--- config.mk ---
export PLATFORM = sky130hd
export DESIGN_NAME = ddr_native_request_port
export DESIGN_NICKNAME = d
export VERILOG_FILES = /design/src/design/ddr_native_pkg.sv /design/src/design/two_entry_buffer.sv /design/src/design/ddr_native_request_port.sv
export VERILOG_INCLUDE_DIRS = /design/src /design/src/design
export SDC_FILE = /design/constraint.sdc
export NUM_CORES = 1
export LEC_CHECK = 0
export BUFFER_PORTS_ARGS = -buffer_cell sky130_fd_sc_hd__buf_2
export CORE_AREA = 2 2 245 247
export DETAILED_ROUTE_END_ITERATION = 7
export DIE_AREA = 0 0 247 249
export GPL_TIMING_DRIVEN = 0
export PLACE_DENSITY = 0.79
export SYNTH_ARGS = -nofsm -noshare
export SYNTH_HDL_FRONTEND = slang
export SYNTH_SLANG_ARGS = --single-unit
--- constraint.sdc ---
create_clock -name sys_clk -period 18.1 [get_ports sys_clk]
set_input_delay 1.81 -clock sys_clk [delete_from_list [all_inputs] [get_ports sys_clk]]
set_output_delay 1.81 -clock sys_clk [all_outputs]
set_load 0.02 [all_outputs]
--- src/design/ddr_native_defs.svh ---
// Constants for the native request port
`ifndef DDR_NATIVE_DEFS_SVH
`define DDR_NATIVE_DEFS_SVH

// Least spacing, in clocks, between two memory commands
`define CMD_SPACING 4
`define CMD_GAP_W 2
`define CMD_GAP_RELOAD 2'h3
`define CMD_GAP_ZERO 2'h0

// Buffer shape
`define RDBUF_DEPTH 2
`define RDBUF_CNT_W 2

// Beat count reset value and last-beat threshold
`define BEATS_RESET 6'h00
`define BEAT_ONE 6'h01

`endif

--- src/design/ddr_native_pkg.sv ---
// Types for the native request port
package ddr_native_pkg;

    typedef enum logic [6:0]
    {
        ST_IDLE   = 7'h01,
        ST_PRE    = 7'h02,
        ST_ACT    = 7'h04,
        ST_PULL   = 7'h08,
        ST_LOAD   = 7'h10,
        ST_COL    = 7'h20,
        ST_RDWAIT = 7'h40
    } state_t;

    typedef enum logic [2:0]
    {
        CMD_NOP = 3'h0,
        CMD_ACT = 3'h1,
        CMD_PRE = 3'h2,
        CMD_RD  = 3'h3,
        CMD_RDA = 3'h4,
        CMD_WR  = 3'h5,
        CMD_WRA = 3'h6
    } mem_cmd_t;

endpackage

--- src/design/two_entry_buffer.sv ---
// Two-entry valid/ready buffer
`timescale 1ns/1ps
`include "ddr_native_defs.svh"

module two_entry_buffer #(
    parameter int WIDTH = 128
) (
    input wire logic sys_clk,
    input wire logic rst,
    input wire logic clkEn,
    input wire logic inValid,
    output logic inReady,
    input wire logic [WIDTH-1:0] inData,
    output logic outValid,
    input wire logic outReady,
    output logic [WIDTH-1:0] outData
);

    logic [WIDTH-1:0] mem_reg [`RDBUF_DEPTH];
    logic wrPtr_reg;
    logic rdPtr_reg;
    logic [`RDBUF_CNT_W-1:0] count_reg;
    logic push;
    logic pop;

    assign inReady = (count_reg != 2'(`RDBUF_DEPTH));
    assign outValid = (count_reg != 2'h0);
    assign outData = mem_reg[rdPtr_reg];
    assign push = inValid && inReady;
    assign pop = outValid && outReady;

    always_ff @(posedge sys_clk or posedge rst)
    begin
        if (rst)
        begin
            mem_reg[0] <= '0;
            mem_reg[1] <= '0;
        end
        else if (clkEn && push)
        begin
            mem_reg[wrPtr_reg] <= inData;
        end
    end

    always_ff @(posedge sys_clk or posedge rst)
    begin
        if (rst)
        begin
            wrPtr_reg <= 1'b0;
            rdPtr_reg <= 1'b0;
            count_reg <= 2'h0;
        end
        else if (clkEn)
        begin
            if (push)
            begin
                wrPtr_reg <= ~wrPtr_reg;
            end
            if (pop)
            begin
                rdPtr_reg <= ~rdPtr_reg;
            end
            if (push && !pop)
            begin
                count_reg <= count_reg + 2'h1;
            end
            else if (pop && !push)
            begin
                count_reg <= count_reg - 2'h1;
            end
        end
    end

endmodule

--- src/design/ddr_native_request_port.sv ---
// Native user request port with bank tracking and command issue
// Summary of operation
// - A write is taken in any cycle with write request high and busy low.
// - Holding write request high yields another write each non-busy cycle.
// - Address, burst length and precharge flag sampled only while busy is low.
// - Data pull rises one cycle before write data is sampled.
// - Byte mask travels with write data; masked bytes are not written.
// - Latencies vary with bank state, refresh and configuration.
// - A read is taken in any cycle with read request high, write request low and busy low.
// - Holding read request high with write request low yields another read each non-busy cycle.
// - Read valid is high exactly while read data output holds a word.
// - Precharge flag turns the last column command of the access into its auto-precharge variant.
// - Activate row first; precharge or activate when bank or row differs.
// - Memory commands issue at most once every four clocks.
`timescale 1ns/1ps
`include "ddr_native_defs.svh"

module ddr_native_request_port #(
    parameter int DATA_W = 128,
    parameter int COL_W = 10,
    parameter int BANK_W = 3,
    parameter int ROW_W = 16,
    parameter int BSIZE_W = 6,
    parameter int ADDR_W = COL_W + BANK_W + ROW_W
) (
    input wire logic sys_clk,
    input wire logic rst,
    input wire logic clkEn,
    input wire logic wrReq,
    input wire logic rdReq,
    input wire logic [ADDR_W-1:0] reqAddr,
    input wire logic [BSIZE_W-1:0] burstSize,
    input wire logic auto_precharge_flag,
    output logic busy,
    output logic dataPull,
    input wire logic [DATA_W-1:0] writeData,
    input wire logic [DATA_W/8-1:0] write_byte_mask,
    output logic readValid,
    input wire logic readReady,
    output logic [DATA_W-1:0] readData,
    output ddr_native_pkg::mem_cmd_t memCmd,
    output logic [BANK_W-1:0] memBank,
    output logic [ROW_W-1:0] memRow,
    output logic [COL_W-1:0] memCol,
    output logic [DATA_W-1:0] memWrData,
    output logic [DATA_W/8-1:0] memWrMask,
    input wire logic memRdValid,
    input wire logic [DATA_W-1:0] memRdData
);

    localparam int BANKS = 1 << BANK_W;

    // ************************************************************
    // Request context and bank table
    // ************************************************************
    ddr_native_pkg::state_t state_reg;
    logic isWrite_reg;
    logic autoPre_reg;
    logic [BANK_W-1:0] bank_reg;
    logic [ROW_W-1:0] row_reg;
    logic [COL_W-1:0] col_reg;
    logic [BSIZE_W-1:0] beats_reg;
    logic [BANKS-1:0] openValid_reg;
    logic [ROW_W-1:0] openRow_reg [BANKS];
    logic [`CMD_GAP_W-1:0] gap_reg;
    logic accept;
    logic cmdOk;
    logic issuePre;
    logic issueAct;
    logic issueCol;
    logic lastBeat;
    logic bufInReady;
    logic [BANK_W-1:0] reqBank;
    logic [ROW_W-1:0] reqRow;

    // Next state from the bank table: open and hit goes straight to data
    function automatic ddr_native_pkg::state_t route(input logic open, input logic hit,
        input logic wr);
        if (open && hit)
        begin
            route = wr ? ddr_native_pkg::ST_PULL : ddr_native_pkg::ST_COL;
        end
        else if (open)
        begin
            route = ddr_native_pkg::ST_PRE;
        end
        else
        begin
            route = ddr_native_pkg::ST_ACT;
        end
    endfunction

    assign reqBank = reqAddr[COL_W +: BANK_W];
    assign reqRow = reqAddr[COL_W+BANK_W +: ROW_W];

    // Only the idle state listens to requests
    assign busy = (state_reg != ddr_native_pkg::ST_IDLE);
    assign accept = !busy && (wrReq || rdReq);
    assign dataPull = (state_reg == ddr_native_pkg::ST_PULL);
    assign cmdOk = (gap_reg == `CMD_GAP_ZERO);
    assign lastBeat = (beats_reg <= `BEAT_ONE);

    // Reads wait for buffer room so a returning word always has a slot
    always_comb
    begin
        issuePre = cmdOk && (state_reg == ddr_native_pkg::ST_PRE);
        issueAct = cmdOk && (state_reg == ddr_native_pkg::ST_ACT);
        issueCol = cmdOk && (state_reg == ddr_native_pkg::ST_COL)
            && (isWrite_reg || bufInReady);
    end

    // ************************************************************
    // Sequencer
    // ************************************************************
    always_ff @(posedge sys_clk or posedge rst)
    begin
        if (rst)
            state_reg <= ddr_native_pkg::ST_IDLE;
        else if (clkEn)
        begin
            case (state_reg)
                ddr_native_pkg::ST_IDLE:
                    if (accept)
                        state_reg <= route(openValid_reg[reqBank],
                            openRow_reg[reqBank] == reqRow, wrReq);
                ddr_native_pkg::ST_PRE:
                    if (issuePre)
                        state_reg <= ddr_native_pkg::ST_ACT;
                ddr_native_pkg::ST_ACT:
                    if (issueAct)
                        state_reg <= route(1'b1, 1'b1, isWrite_reg);
                ddr_native_pkg::ST_PULL:
                    state_reg <= ddr_native_pkg::ST_LOAD;
                ddr_native_pkg::ST_LOAD:
                    state_reg <= ddr_native_pkg::ST_COL;
                ddr_native_pkg::ST_COL:
                    if (issueCol && !isWrite_reg)
                        state_reg <= ddr_native_pkg::ST_RDWAIT;
                    else if (issueCol)
                        state_reg <= lastBeat ? ddr_native_pkg::ST_IDLE : ddr_native_pkg::ST_PULL;
                ddr_native_pkg::ST_RDWAIT:
                    if (memRdValid)
                        state_reg <= lastBeat ? ddr_native_pkg::ST_IDLE : ddr_native_pkg::ST_COL;
                default:
                    state_reg <= ddr_native_pkg::ST_IDLE;
            endcase
        end
    end

    // Fields captured only on acceptance, so they are ignored while busy
    always_ff @(posedge sys_clk or posedge rst)
    begin
        if (rst)
        begin
            isWrite_reg <= 1'b0;
            autoPre_reg <= 1'b0;
            bank_reg <= '0;
            row_reg <= '0;
            col_reg <= '0;
            beats_reg <= `BEATS_RESET;
        end
        else if (clkEn)
        begin
            if (accept)
            begin
                isWrite_reg <= wrReq;
                autoPre_reg <= auto_precharge_flag;
                bank_reg <= reqBank;
                row_reg <= reqRow;
                col_reg <= reqAddr[COL_W-1:0];
                beats_reg <= burstSize;
            end
            else if ((issueCol && isWrite_reg) || (state_reg == ddr_native_pkg::ST_RDWAIT
                && memRdValid))
            begin
                col_reg <= col_reg + COL_W'(1);
                beats_reg <= beats_reg - BSIZE_W'(1);
            end
        end
    end

    // Open-row table; auto-precharge on the final beat closes the bank
    always_ff @(posedge sys_clk or posedge rst)
    begin
        if (rst)
        begin
            openValid_reg <= '0;
            for (int i = 0; i < BANKS; i++)
            begin
                openRow_reg[i] <= '0;
            end
        end
        else if (clkEn)
        begin
            if (issuePre)
            begin
                openValid_reg[bank_reg] <= 1'b0;
            end
            else if (issueAct)
            begin
                openValid_reg[bank_reg] <= 1'b1;
                openRow_reg[bank_reg] <= row_reg;
            end
            else if (issueCol && lastBeat && autoPre_reg)
            begin
                openValid_reg[bank_reg] <= 1'b0;
            end
        end
    end

    // ************************************************************
    // Command issue
    // ************************************************************
    always_ff @(posedge sys_clk or posedge rst)
    begin
        if (rst)
            gap_reg <= `CMD_GAP_ZERO;
        else if (clkEn && (issuePre || issueAct || issueCol))
            gap_reg <= `CMD_GAP_RELOAD;
        else if (clkEn && !cmdOk)
            gap_reg <= gap_reg - `CMD_GAP_W'(1);
    end

    always_ff @(posedge sys_clk or posedge rst)
    begin
        if (rst)
        begin
            memCmd <= ddr_native_pkg::CMD_NOP;
            memBank <= '0;
            memRow <= '0;
            memCol <= '0;
        end
        else if (clkEn)
        begin
            memBank <= bank_reg;
            memRow <= row_reg;
            memCol <= col_reg;
            if (issuePre)
                memCmd <= ddr_native_pkg::CMD_PRE;
            else if (issueAct)
                memCmd <= ddr_native_pkg::CMD_ACT;
            else if (issueCol && isWrite_reg)
            begin
                memCmd <= (autoPre_reg && lastBeat) ? ddr_native_pkg::CMD_WRA
                    : ddr_native_pkg::CMD_WR;
            end
            else if (issueCol)
            begin
                memCmd <= (autoPre_reg && lastBeat) ? ddr_native_pkg::CMD_RDA
                    : ddr_native_pkg::CMD_RD;
            end
            else
                memCmd <= ddr_native_pkg::CMD_NOP;
        end
    end

    // Write word sampled the cycle after the pull, mask kept beside it
    always_ff @(posedge sys_clk or posedge rst)
    begin
        if (rst)
        begin
            memWrData <= '0;
            memWrMask <= '0;
        end
        else if (clkEn && state_reg == ddr_native_pkg::ST_LOAD)
        begin
            memWrData <= writeData;
            memWrMask <= write_byte_mask;
        end
    end

    // ************************************************************
    // Read return path
    // ************************************************************
    two_entry_buffer #(
        .WIDTH(DATA_W)
    ) readBuf (
        .sys_clk(sys_clk),
        .rst(rst),
        .clkEn(clkEn),
        .inValid(memRdValid && state_reg == ddr_native_pkg::ST_RDWAIT),
        .inReady(bufInReady),
        .inData(memRdData),
        .outValid(readValid),
        .outReady(readReady),
        .outData(readData)
    );

endmodule

==> results by group <==
Status
  – Run status: completed

Floorplanning
  – Chip width: 247 um
  – Die H: 249 um
  – Core footprint: 0.05869 mm2
  – Die Area: 0.06150 mm2
  – Starting Density: a little under half
  – Io pins: 622
  – Row cnt: 89

Final layout
  – Fill cell count: 4588
  – Commonest non-fill, non-tap cell in the layout: buf_2
  – Layout cells sized above 1: 53.39%
  – Most frequent cells in the layout: 647 x buf_2, 617 x dfrtp_1, 471 x mux2_2, 212 x mux2_1, 69 x clkbuf_16
  – Max reg flops: 256
  – Non-filler cells, final: 3324
  – Fin nets: 2807
  – Area growth, synth to finish: 24.47%

Placed design
  – Gpl congestion: 0.9323
  – DP Wirelength: 58370 um
  – Port buffer count: 618
  – Placed insts: around 3200

Clock network
  – Num CTS Buffers: 68
  – Post-CTS Setup Bufs: 0
  – Post-CTS Resized: 0
  – Cts hold-fix bufs: 0
  – Reg clk slew, reported paths: about 0.050 ns
  – Root buf cell: clkbuf_16
  – CTS sink cnt: 618
  – CTS tree: yes
  – CTS H-tree depth: 3
  – Clk buf depth: 3
  – Clk Latency, worst-skew pair: 0.60 ns

Timing
  – Unrepaired setup endpoints after global routing: false
  – Slew @ Worst Pin: around 1.1 ns
  – Setup TNS: 0 ns
  – Period Utilization, post-route: 26.66%
  – Skew final: 0.02324 ns
  – Headroom to the max-slew limit: 25.68%
  – Finish-stage setup viols: 0
  – Final Critical Period: 4.825 ns
  – Final Max Tran Viols: 0
  – Final Hold Viols: 0
  – F_max: 207.3 MHz

Power
  – P_sw: 1173 uW
  – Cell Int Power: 2733 uW
  – Static Leakage: 0.01774 uW
  – Switching part of the total: 30.03%
  – Seq pwr share: 43.2%
  – Maximum VDD drop: 0.09424 mV
  – Comb power frac: 22.4%
  – Pwr dens: 116.5 mW/mm2
  – Clk pwr share: 34.4%

Drt
  – Antenna Nets Post-Route: 0
  – Vias per cell: 5.386
  – WL per Instance: 23.22 um
  – First-pass DRT Iterations: 5
  – DRC: 0
  – Final WL: ~77000 um
  – Via count: 17900
  – Drt initial violations: roughly 800

Global routing
  – Total track usage: approximately 25%
  – Largest net degree at the start of global routing: 47
  – Vias in the first global route: around 19000
  – First-pass GRT wire length: 116700 um
  – GRT overflow: 0
  – Initial antenna violation count: 32

Logic synthesis
  – Ys flop type: dfrtp_1
  – Number of flops mapped to enable cells by yosys: 0
  – Syn Nets: 2103
  – Post-synthesis sequential area ratio: 57.42%
  – Synthesis warning total: 0
  – Synth Register Bits: around 620
  – Syn_area_per_cell: around 15 um2
  – Post-Synthesis Cells: roughly 1800
  – Mapped Area: 0.02694 mm2
  – Number of distinct library cells after synthesis: 64
  – Top-area cell type share of the netlist area: 57.32%
  – Synth area leaders: dfrtp_1 57%, mux2_2 20%, mux2_1 8.9%
  – Fraction of registers with async set or reset after synthesis: between 90% and 100%
  – Dominant cell type by area after synthesis: dfrtp_1

Critical path
  – Setup CP Type: reg -> out
  – Worst path required time: 16.29 ns
  – Critical Path End Type: primary output
  – Critical-path maximum fanout: 10
  – Critical Path Start Type: register
  – Worst EP arrival: 3.01 ns

Hold path
  – Min-Delay Path Class: reg -> reg

Flow run
  – Max-Cap Viols: 0
-- power groups by stage --
| stage | clock network, uW | registers (uW) | logic [uW] |
|---|---|---|---|
| 6_report | 1340 | 1690 | 874 |
| 5_1_grt | 1430 | 1710 | 946 |
| 4_1_cts | 1370 | 1690 | 877 |
| 3_5_place_dp | 0 | 1710 | 871 |
| 3_3_place_gp | 0 | 1700 | 833 |
| 2_1_floorplan | 0 | 1750 | 535 |
-- kinds of logic after synthesis --
| group | Yosys count | share of synthesized area (%) |
|---|---|---|
| AO/OA/AOI/OAI | 108 | 2.522 |
| XOR/XNOR | 23 | 0.7479 |
| adder cells (fa/ha/maj) | 5 | 0.2322 |
| buffers and inverters | 129 | 2.894 |
| flip-flops | 618 | 57.42 |
| multiplexers | 767 | 33.25 |
| AND/OR/NAND/NOR | 133 | 2.936 |
-- cell type report --
type / count / area (um2) / share of cell area [%]
Inverter: 15 / 60.06 / 0.1791
Clock inverter: 22 / 210.2 / 0.6269
Tap cell: 773 / 967.2 / 2.885
Timing Repair Buffer: 634 / 3421 / 10.20
Buffer: 114 / 723.2 / 2.157
Sequential cell: 618 / 15470 / 46.13
Antenna cell: 15 / 37.54 / 0.1120
Clock buffer: 97 / 1952 / 5.822
Multi-Input combinational cell: 1036 / 10690 / 31.89
-- cell usage after synthesis (6+ instances only) --
master    number
a21oi_1       26
a221oi_1       8
a31oi_1        7
buf_1         21
buf_2         29
buf_4          7
buf_6         31
clkbuf_1      26
dfrtp_1      617
inv_1         15
mux2_1       212
mux2_2       471
mux2_4        40
mux2i_1       26
mux4_2        18
nand2_1       26
nand2b_1      10
nand3_1       14
nor2_1        28
nor3_1         9
nor4_1         6
o21ai_0       31
o22ai_1       13
xnor2_1       14
xor2_1         9
-- worst paths after layout --
kind,startpoint,end,slack [ns],cells past startpoint
worst max-delay path,readBuf.rdPtr_reg,readData[7],13.28,4
worst min-delay path,readBuf.mem_reg[244],readBuf.mem_reg[244],0.48,1
worst max register to register,state_reg[1],memWrData[27],15.08,6
worst min register to register,readBuf.mem_reg[244],readBuf.mem_reg[244],0.48,1
max in group asynchronous,rst,readBuf.mem_reg[217],14.96,7
min in group asynchronous,rst,memWrData[71],1.37,2
-- routing by layer --
| layer | wire [um] | share of wire [%] | vias to the layer above | global-route usage, % |
|---|---|---|---|---|
| li1 | - | - | 7883 | - |
| met1 | 30430 | 39 | 9155 | 30.60 |
| met2 | 37230 | 48 | 656 | 41.34 |
| met3 | 6845 | 8.9 | 180 | 7.929 |
| met4 | 2522 | 3.3 | 28 | 8.640 |
| met5 | 172 | 0.22 | - | 0 |
-- metrics by stage --
step / utilization, % / hold slack [ns] / worst slack, ns / power, uW / instance area (um2)
final: 57.13 / 0.4809 / 13.28 / 3906 / 33530
after global routing: 57.09 / 0.4929 / 13.21 / 4090 / 33510
after CTS: 57.07 / 0.4830 / 13.19 / 3936 / 33490
after detailed placement: 53.38 / 0.4708 / 13.30 / 2579 / 31330
after global placement: 52.83 / 0.4626 / 5.105 / 2533 / 31000
after floorplan: - / 0.4541 / 7.856 / 2281 / 26940
-- critical path, stage by stage, from the launching register on --
cell,delay [ns]
dfrtp_1,0.35
clkbuf_1,0.56
clkbuf_1,0.89
mux2_2,0.44
buf_2,0.18
No activity file was read; power rests on OpenSTA's default activity.
